<file path="src/common/cmp_blank_pkg.sv">
package cmp_blank_pkg;
  // Register byte offsets on the AXI4-Lite slave
  localparam logic [3:0] MASK_OFF = 4'h0;
  localparam logic [3:0] FLTR_OFF = 4'h4;
  localparam logic [3:0] REF1_OFF = 4'h8;
  localparam logic [3:0] REF2_OFF = 4'hc;
  // Writable bit masks; all other bits read as zero
  localparam logic [15:0] MASK_WMASK = 16'hbfff;
  localparam logic [15:0] FLTR_WMASK = 16'h007f;
  localparam logic [15:0] REF_WMASK  = 16'h0cff;
  localparam logic [15:0] REG_RESET  = 16'h0000;
  // Mask register field positions
  localparam int MLS_BIT  = 15;
  localparam int AND_OUTPUT_INV_ENABLE_BIT = 7;
  localparam int AND_OUTPUT_ENABLE_BIT = 6;
  localparam int AND_IN_B_ENABLE_BIT = 3;
  localparam int AND_IN_B_INV_ENABLE_BIT = 2;
  localparam int AND_IN_A_ENABLE_BIT = 1;
  localparam int AND_IN_A_INV_ENABLE_BIT = 0;
  // Filter register field positions
  localparam int FSEL_LSB = 4;
  localparam int FEN_BIT  = 3;
  localparam int FDIV_LSB = 0;
  // Reference register field positions
  localparam int RNG_HI_BIT = 11;
  localparam int RSEL_BIT   = 10;
  localparam int RPWR_BIT   = 7;
  localparam int ROE_BIT    = 6;
  localparam int RNG_LO_BIT = 5;
  localparam int RSS_BIT    = 4;
  localparam int RVAL_LSB   = 0;
  // Filter depth in agreeing samples
  localparam int FILT_SAMPLES = 3;
  // AXI responses
  localparam logic [1:0] RESP_OKAY   = 2'b00;
  localparam logic [1:0] RESP_SLVERR = 2'b10;
endpackage

</file>
<file path="src/design/comparator_blank_filter_ref_ctrl.sv">
`timescale 1ns/1ps
// Notes on behaviour
// - B enable bit feeds mask input B into the AND gate.
// - B inverted enable bit feeds inverted mask input B into the AND gate.
// - A enable bit feeds mask input A into the AND gate.
// - A inverted enable bit feeds inverted mask input A into the AND gate.
// - Filter clock select picks timers, PWM syncs, oscillator or peripheral clock.
// - Filter clock divided by two to the power of the divide code.
// - Unimplemented bits ignore writes and read zero.
// - Reference one select bit picks external positive reference or ladder.
// - Reference two select bit picks reference two or one for inverting input.
// - Enable bit powers each reference generator.
// - Output enable bit connects reference level to its pin.
// - Range field is bit 11 upper, bit 5 lower.
// - Source bit selects external reference or analog supply ladder span.
// - Four-bit value picks ladder tap.
// - Level select chooses blocking of high or low comparator signals.
// - AND output reaches OR gate only via its enable bits.
module comparator_blank_filter_ref_ctrl
  import cmp_blank_pkg::*;
#(
  parameter int SAMPLES = FILT_SAMPLES
) (
  input  wire logic        sys_clk,
  input  wire logic        resetn,
  // AXI4-Lite slave
  input  wire logic [3:0]  s_axi_awaddr,
  input  wire logic        s_axi_awvalid,
  output logic             s_axi_awready,
  input  wire logic [31:0] s_axi_wdata,
  input  wire logic [3:0]  s_axi_wstrb,
  input  wire logic        s_axi_wvalid,
  output logic             s_axi_wready,
  output logic [1:0]       s_axi_bresp,
  output logic             s_axi_bvalid,
  input  wire logic        s_axi_bready,
  input  wire logic [3:0]  s_axi_araddr,
  input  wire logic        s_axi_arvalid,
  output logic             s_axi_arready,
  output logic [31:0]      s_axi_rdata,
  output logic [1:0]       s_axi_rresp,
  output logic             s_axi_rvalid,
  input  wire logic        s_axi_rready,
  // Comparator side, one-cycle tick inputs for clock sources
  input  wire logic        compRaw,
  input  wire logic        mask_input_a,
  input  wire logic        mask_input_b,
  input  wire logic        orInputPart,
  input  wire logic        peripheral_clock,
  input  wire logic        oscTick,
  input  wire logic        pwm_sync_out_one,
  input  wire logic        pwm_sync_out_two,
  input  wire logic        timer2_clock,
  input  wire logic        timer3_clock,
  input  wire logic        timer4_clock,
  input  wire logic        timer5_clock,
  output logic             compOut,
  output logic             maskActive,
  // Analog controls, two references
  output logic [1:0]       ref_power_enable,
  output logic [1:0]       ref_pin_output_enable,
  output logic [3:0]       ref_range_select,
  output logic [1:0]       ref_source_select,
  output logic [7:0]       ref_value_select,
  output logic             ladder_reference_input,
  output logic             invInputFromRefTwo
);
  // Elaboration guard: one sample is no filter, and the agreement counter is kept small
  if (SAMPLES < 2 || SAMPLES > 8) begin
    $error("SAMPLES out of range");
  end

  logic [15:0] maskReg_q, fltrReg_q, ref1Reg_q, ref2Reg_q;
  logic [3:0]  awAddr_q;
  logic [31:0] wData_q;
  logic [3:0]  wStrb_q;
  logic        awHave_q, wHave_q;
  logic        doWrite;

  // Write path: address and data taken in any order, response after both
  always_ff @(posedge sys_clk or negedge resetn) begin
    if (!resetn) begin
      awHave_q <= 1'b0;
      wHave_q  <= 1'b0;
      awAddr_q <= '0;
      wData_q  <= '0;
      wStrb_q  <= '0;
    end else begin
      if (s_axi_awvalid && s_axi_awready) begin
        awHave_q <= 1'b1;
        awAddr_q <= s_axi_awaddr;
      end else if (doWrite) begin
        awHave_q <= 1'b0;
      end
      if (s_axi_wvalid && s_axi_wready) begin
        wHave_q <= 1'b1;
        wData_q <= s_axi_wdata;
        wStrb_q <= s_axi_wstrb;
      end else if (doWrite) begin
        wHave_q <= 1'b0;
      end
    end
  end

  assign doWrite = awHave_q && wHave_q && !s_axi_bvalid;

  always_ff @(posedge sys_clk or negedge resetn) begin
    if (!resetn) begin
      s_axi_awready <= 1'b0;
      s_axi_wready  <= 1'b0;
      s_axi_bvalid  <= 1'b0;
      s_axi_bresp   <= RESP_OKAY;
    end else begin
      s_axi_awready <= !awHave_q && !(s_axi_awvalid && s_axi_awready) && !s_axi_bvalid;
      s_axi_wready  <= !wHave_q && !(s_axi_wvalid && s_axi_wready) && !s_axi_bvalid;
      if (doWrite) begin
        s_axi_bvalid <= 1'b1;
        s_axi_bresp  <= (awAddr_q[1:0] == 2'b00) ? RESP_OKAY : RESP_SLVERR;
      end else if (s_axi_bready) begin
        s_axi_bvalid <= 1'b0;
      end
    end
  end

  // Byte-lane merge of a write into a 16-bit register under its mask
  function automatic logic [15:0] merge(input logic [15:0] old, input logic [31:0] dat,
                                        input logic [3:0] strb, input logic [15:0] wm);
    logic [15:0] be;
    be = {{8{strb[1]}}, {8{strb[0]}}} & wm;
    return (old & ~be) | (dat[15:0] & be);
  endfunction

  // Register file, reset clears all fields
  always_ff @(posedge sys_clk or negedge resetn) begin
    if (!resetn) begin
      maskReg_q <= REG_RESET;
      fltrReg_q <= REG_RESET;
      ref1Reg_q <= REG_RESET;
      ref2Reg_q <= REG_RESET;
    end else if (doWrite && awAddr_q[1:0] == 2'b00) begin
      case (awAddr_q)
        MASK_OFF: maskReg_q <= merge(maskReg_q, wData_q, wStrb_q, MASK_WMASK);
        FLTR_OFF: fltrReg_q <= merge(fltrReg_q, wData_q, wStrb_q, FLTR_WMASK);
        REF1_OFF: ref1Reg_q <= merge(ref1Reg_q, wData_q, wStrb_q, REF_WMASK);
        REF2_OFF: ref2Reg_q <= merge(ref2Reg_q, wData_q, wStrb_q, REF_WMASK);
        default: ;
      endcase
    end
  end

  // Read path, single read in flight; unaligned gets SLVERR
  always_ff @(posedge sys_clk or negedge resetn) begin
    if (!resetn) begin
      s_axi_arready <= 1'b0;
      s_axi_rvalid  <= 1'b0;
      s_axi_rdata   <= '0;
      s_axi_rresp   <= RESP_OKAY;
    end else begin
      s_axi_arready <= !s_axi_rvalid && !(s_axi_arvalid && s_axi_arready);
      if (s_axi_arvalid && s_axi_arready) begin
        s_axi_rvalid <= 1'b1;
        s_axi_rresp  <= (s_axi_araddr[1:0] == 2'b00) ? RESP_OKAY : RESP_SLVERR;
        case (s_axi_araddr)
          MASK_OFF: s_axi_rdata <= {16'h0000, maskReg_q};
          FLTR_OFF: s_axi_rdata <= {16'h0000, fltrReg_q};
          REF1_OFF: s_axi_rdata <= {16'h0000, ref1Reg_q};
          REF2_OFF: s_axi_rdata <= {16'h0000, ref2Reg_q};
          default:  s_axi_rdata <= 32'h0000_0000;
        endcase
      end else if (s_axi_rready) begin
        s_axi_rvalid <= 1'b0;
      end
    end
  end

  // Filter source selection
  logic [2:0] fSel;
  logic       srcTick, sampleEn;
  assign fSel = fltrReg_q[FSEL_LSB +: 3];
  always_comb begin
    case (fSel)
      3'h7:    srcTick = timer5_clock;
      3'h6:    srcTick = timer4_clock;
      3'h5:    srcTick = timer3_clock;
      3'h4:    srcTick = timer2_clock;
      3'h3:    srcTick = pwm_sync_out_two;
      3'h2:    srcTick = pwm_sync_out_one;
      3'h1:    srcTick = oscTick;
      default: srcTick = peripheral_clock;
    endcase
  end

  sample_divider #(.MAX_CODE(7)) u_div (
    .sys_clk  (sys_clk),
    .resetn   (resetn),
    .srcTick  (srcTick),
    .divCode  (fltrReg_q[FDIV_LSB +: 3]),
    .sampleEn (sampleEn)
  );

  // Debounce: output follows only after SAMPLES agreeing samples
  logic [3:0] agree_q;
  logic       filtered_q;
  always_ff @(posedge sys_clk or negedge resetn) begin
    if (!resetn) begin
      agree_q    <= '0;
      filtered_q <= 1'b0;
    end else if (sampleEn) begin
      if (compRaw == filtered_q) begin
        agree_q <= '0;
      end else if (agree_q == 4'(SAMPLES - 1)) begin
        filtered_q <= compRaw;
        agree_q    <= '0;
      end else begin
        agree_q <= agree_q + 1'b1;
      end
    end
  end

  // Blanking: AND gate over enabled inputs, unused inputs ignored
  logic andIn, andOut, orOut, pre;
  always_comb begin
    andIn = maskReg_q[AND_IN_B_ENABLE_BIT] | maskReg_q[AND_IN_B_INV_ENABLE_BIT] | maskReg_q[AND_IN_A_ENABLE_BIT] | maskReg_q[AND_IN_A_INV_ENABLE_BIT];
    andOut = andIn
           & (!maskReg_q[AND_IN_B_ENABLE_BIT]  | mask_input_b)
           & (!maskReg_q[AND_IN_B_INV_ENABLE_BIT] | !mask_input_b)
           & (!maskReg_q[AND_IN_A_ENABLE_BIT]  | mask_input_a)
           & (!maskReg_q[AND_IN_A_INV_ENABLE_BIT] | !mask_input_a);
    orOut = orInputPart
          | (maskReg_q[AND_OUTPUT_ENABLE_BIT] & andOut)
          | (maskReg_q[AND_OUTPUT_INV_ENABLE_BIT] & !andOut);
    pre = fltrReg_q[FEN_BIT] ? filtered_q : compRaw;
  end

  // Registered outputs; blanking holds the inactive level for the selected polarity
  always_ff @(posedge sys_clk or negedge resetn) begin
    if (!resetn) begin
      compOut    <= 1'b0;
      maskActive <= 1'b0;
    end else begin
      maskActive <= orOut;
      if (orOut) begin
        compOut <= maskReg_q[MLS_BIT] ? 1'b1 : 1'b0;
      end else begin
        compOut <= pre;
      end
    end
  end

  // Analog reference controls registered from the two reference words
  always_ff @(posedge sys_clk or negedge resetn) begin
    if (!resetn) begin
      ref_power_enable       <= '0;
      ref_pin_output_enable  <= '0;
      ref_range_select       <= '0;
      ref_source_select      <= '0;
      ref_value_select       <= '0;
      ladder_reference_input <= 1'b0;
      invInputFromRefTwo     <= 1'b0;
    end else begin
      ref_power_enable      <= {ref2Reg_q[RPWR_BIT], ref1Reg_q[RPWR_BIT]};
      ref_pin_output_enable <= {ref2Reg_q[ROE_BIT], ref1Reg_q[ROE_BIT]};
      ref_range_select      <= {ref2Reg_q[RNG_HI_BIT], ref2Reg_q[RNG_LO_BIT],
                                ref1Reg_q[RNG_HI_BIT], ref1Reg_q[RNG_LO_BIT]};
      ref_source_select     <= {ref2Reg_q[RSS_BIT], ref1Reg_q[RSS_BIT]};
      ref_value_select      <= {ref2Reg_q[RVAL_LSB +: 4], ref1Reg_q[RVAL_LSB +: 4]};
      ladder_reference_input <= ref1Reg_q[RSEL_BIT];
      invInputFromRefTwo     <= ref2Reg_q[RSEL_BIT];
    end
  end
endmodule

</file>
<file path="src/design/sample_divider.sv">
`timescale 1ns/1ps
// Counts source edges and pulses every 2**divCode of them
module sample_divider #(
  parameter int MAX_CODE = 7
) (
  input  wire logic       sys_clk,
  input  wire logic       resetn,
  input  wire logic       srcTick,
  input  wire logic [2:0] divCode,
  output logic            sampleEn
);
  // Elaboration guard: the counter cannot hold a terminal count wider than seven bits
  if (MAX_CODE < 1 || MAX_CODE > 7) begin
    $error("MAX_CODE out of range");
  end

  logic [MAX_CODE-1:0] cnt_q;
  logic [MAX_CODE-1:0] limit;

  // Terminal count is 2**code - 1
  assign limit = MAX_CODE'((1 << divCode) - 1);

  always_ff @(posedge sys_clk or negedge resetn) begin
    if (!resetn) begin
      cnt_q <= '0;
    end else if (srcTick) begin
      cnt_q <= (cnt_q >= limit) ? '0 : cnt_q + 1'b1;
    end
  end

  assign sampleEn = srcTick && (cnt_q >= limit);
endmodule

</file>
<file path="config.mk">
export PLATFORM = sky130hd
export DESIGN_NAME = comparator_blank_filter_ref_ctrl
export DESIGN_NICKNAME = d
export VERILOG_FILES = /design/src/common/cmp_blank_pkg.sv /design/src/design/comparator_blank_filter_ref_ctrl.sv /design/src/design/sample_divider.sv
export SDC_FILE = /design/constraint.sdc
export NUM_CORES = 1
export LEC_CHECK = 0
export BUFFER_PORTS_ARGS = -buffer_cell sky130_fd_sc_hd__buf_4
export CORE_UTILIZATION = 40
export CTS_BUF_LIST = sky130_fd_sc_hd__clkbuf_8
export DETAILED_ROUTE_END_ITERATION = 10
export GPL_TIMING_DRIVEN = 0
export PLACE_DENSITY = 0.65
export SLEW_MARGIN = 30
export SYNTH_ARGS = -nofsm -noshare
export SYNTH_HDL_FRONTEND = slang
export SYNTH_SLANG_ARGS = --single-unit
export TNS_END_PERCENT = 20
</file>
<file path="constraint.sdc">
create_clock -name sys_clk -period 2.6 [get_ports sys_clk]
set_input_delay 0.39 -clock sys_clk [delete_from_list [all_inputs] [get_ports sys_clk]]
set_output_delay 0.39 -clock sys_clk [all_outputs]
set_load 0.01 [all_outputs]
</file>
==> results <==
- The flow ran to the end, and the final reports show no timing, DRC or antenna violations.
- For this configuration, the core starts out at a cell density of 41.73%.
- The total length of routed wires is 10410 um.
- The net count of the finished layout is 556.
- Leaving out fill and tap cells, the most frequent cells in the layout are sky130_fd_sc_hd__dfrtp_1, sky130_fd_sc_hd__buf_4, sky130_fd_sc_hd__mux2_2.
- The synthesized cell area is 5117 um^2.
- The proportion of register bits with asynchronous set or reset after synthesis is 100.0%.
- Summed over all cells, the static leakage comes to 0.003233 uW.
- Of all nets on the critical path, the largest fanout is 10.
- The hold violation count in the final report is 0.
- The peak-usage layer in the global routing report is met2.
- The remaining routing DRC violations is 0.
- The tree is rooted in a sky130_fd_sc_hd__clkbuf_8.
- The count of vias placed by the detailed router is 3215.
- In this run the vertical extent of the chip is 115.1 um.
- Buffers placed on the I/O ports in this run total 87.
- The setup fix buffers added after clock tree synthesis is 0.
- The final estimated routing congestion in global placement is 0.7066.
- The number of antenna diodes in the final layout is 0.
- The CTS sink count is 121.
- The fraction of layout instances using a drive strength above 1 is 45.66%.
- The kind of launch point of the worst setup path is a register.
- After global routing the overflow that remains totals 0.
- After routing the design area is 6467 um^2.
- The number of DRC markers after the initial detailed-route iteration is 149.
- The total routing usage reported by global routing is 17.26%.
- Buffers inserted during clock tree synthesis total 17.
- The core region area is 12260 um^2.
- In the finished design, the share of the clock period the worst path needs comes to 93.96%.
- The via count of the first global-routing pass came to 3234.
- The final HPWL from detailed placement is 7432 um.
- In the routed layout, each cell is associated on average with a via count of 4.849.
- The post-synthesis cell count is 357.
- The initialized floorplan defines 40 standard-cell rows.
- STA classifies the critical path endpoint as a register.
- The type of the setup path with the least slack is register to register.
- For this run, global-route usage on met2 was measured as 26.67%.
- The later pin in the worst-skew pair is clocked with a latency of 0.44 ns.
- The die area is 13250 um^2.
- The library cell used most frequently in the layout, excluding fill and tap cells, is sky130_fd_sc_hd__dfrtp_1.
- For met3 alone, demand over resource in global routing was 6.273%.
- The first global-routing pass estimated 16580 um of wire.
- The sequential element share of the synthesized area is 59.17%.
- The fraction of met1 tracks used by global routing is 22.53%.
- The pre-antenna-repair detailed-routing pass consisted of 4 iterations.
- The overall power of the completed layout is 6074 uW.
- The power density relative to cell area is 939.2 nW/um^2.
- The most used flip-flop cell after synthesis is sky130_fd_sc_hd__dfrtp_1.
- The number of max-slew violations in the final report is 0.
- At the placement stage, the worst setup path has a slack of 0.1407 ns.
- The post-place instance area is 6088 um^2.
- Headroom to the max-slew limit came out at 45.58%.
- The maximum clock frequency is 409.3 MHz.
- Counting tap cells, the placed design contains a total of 631 instances.
- Max-cap violations in this run came to 0.
- The number of synthesized register bits is 121.
- The floorplan step set the die width to 115.1 um.
- The synthesized design contains 0 enable-type register cells.
- The TritonCTS clock tree is yes.
- Data on the critical path is required at its endpoint by 2.98 ns.
- The H-tree generated during clock tree synthesis spans 4 levels.
- The clock-pin transition on the worst setup and hold timing paths is 0.07 ns.
- The initial antenna violation count was 0.
- The number of different library cells used by synthesis comes to 39.
- The layout overhead on the synthesized area is 26.38%.
- For the finished layout, the period the worst path requires is 2.443 ns.
- At the worst endpoint, the arrival time is 2.82 ns.
- Across all setup checks in the final design, the least slack found is 0.1570 ns.
- The min-delay analysis places its worst path in the category input pin to register.
- The number of non-filler instances in the completed layout is 663.
- Entering global routing, the biggest net connects 80 pins.
- The final setup violation count is 0.
- The Yosys step of the flow raised 0 warnings.
- The worst-case clock skew is 0.007236 ns.
- The maximum buffer depth of the clock tree is 2.
- Setup repair after global routing could not meet its margin everywhere.
- The highest ir drop seen on vdd is 387.9 uV.
- The count of nets left with antenna violations once routing finished came out at 0.
- The slew at the pin with the worst max-slew slack is 0.8119 ns.
- After synthesis, the mean cell area works out to 14.33 um^2.
- The I/O pin count is 126.
- In the final routed layout, each cell accounts on average for 15.69 um.
metrics by stage:
stage / hold WS (ns) / setup TNS, ns / utilization (%)
finish: 0.1293 / 0 / 52.74
global route: 0.1235 / -0.08438 / 52.74
CTS: 0.1013 / 0 / 52.73
detailed placement: 0.3010 / 0 / 49.65
global placement: 0.3768 / 0 / 49.33
floorplan: 0.09441 / 0 / -
path summary, 6_finish.rpt:
check / startpoint / to / slack [ns] / depth (start not counted)
worst max register to register: register / u_div.cnt_q[0] / 0.16 / 8
worst max-delay path: register / u_div.cnt_q[0] / 0.16 / 8
worst min-delay path: s_axi_rready / s_axi_rvalid / 0.13 / 2
worst min register to register: register / ref_value_select[2] / 0.40 / 0
min in group asynchronous: resetn / ref_range_select[2] / 0.42 / 2
max in group asynchronous: resetn / wData_q[9] / 1.51 / 3
what timing repair did:
action / 4_1_cts / 5_1_grt
setup endpoints to repair: 0 / 9
hold buffers: 1 / 0
resized for setup: 0 / 2
endpoints found under the hold margin: 42 / 0
cell usage after synthesis, types with 6 or more instances:
cell	count	area share, %
sky130_fd_sc_hd__buf_4	19	2.8
sky130_fd_sc_hd__ha_1	10	2.4
sky130_fd_sc_hd__mux2_2	72	16
sky130_fd_sc_hd__mux4_2	9	4.0
sky130_fd_sc_hd__dfrtp_1	121	59
sky130_fd_sc_hd__inv_1	8	0.59
sky130_fd_sc_hd__a22o_1	18	3.1
sky130_fd_sc_hd__o21ai_0	15	1.5
sky130_fd_sc_hd__nor2b_1	7	0.86
sky130_fd_sc_hd__nand2_1	13	0.95
sky130_fd_sc_hd__and3_1	7	0.86
sky130_fd_sc_hd__nor2_1	6	0.44
layout make-up:
class	instances	area, um^2
inverter	8	30.03
clock buffer	21	289.0
clock inverter	10	78.83
multi-input combinational	220	1962
buffer	26	171.4
fill	1082	5794
sequential	121	3028
timing repair buffer	89	698.2
tap	168	210.2
worst max-delay path, stage by stage (launching register included):
cell	delay (ns)
sky130_fd_sc_hd__dfrtp_1	0.46
sky130_fd_sc_hd__nand2_1	0.10
sky130_fd_sc_hd__ha_1	0.30
sky130_fd_sc_hd__a21o_1	0.18
sky130_fd_sc_hd__a221o_1	0.34
sky130_fd_sc_hd__a31o_2	0.21
sky130_fd_sc_hd__clkbuf_2	0.17
sky130_fd_sc_hd__nor2_1	0.38
sky130_fd_sc_hd__mux2_2	0.23
report_power, final:
| part | total [uW] | switching, uW | internal (uW) |
|---|---|---|---|
| registers | 2880 | 443 | 2430 |
| clock network | 1530 | 694 | 834 |
| logic | 1670 | 743 | 928 |
| total | 6070 | 1880 | 4190 |
kinds of logic (layout without fill, tap and decap cells):
group                      after synthesis  after routing  share of synthesized area [%]
DFF                                    121            121                          59.17
muxes                                   85             85                          20.59
and+or+nand+nor                         56             56                          6.822
AOI/OAI and AO/OA                       49             49                          6.822
buffers and inverters                   34            154                          3.912
adders and majority gates               10             10                          2.445
other                                    1             19                        0.07328
xor gates and xnor gates                 1              1                         0.1712
metal layers:
metal,routed length [um],vias to the layer above
met5,0,-
met4,144,0
met3,514,12
met2,4953,91
met1,4792,1588
li1,-,1524
No activity file was read; power rests on OpenSTA's default activity.
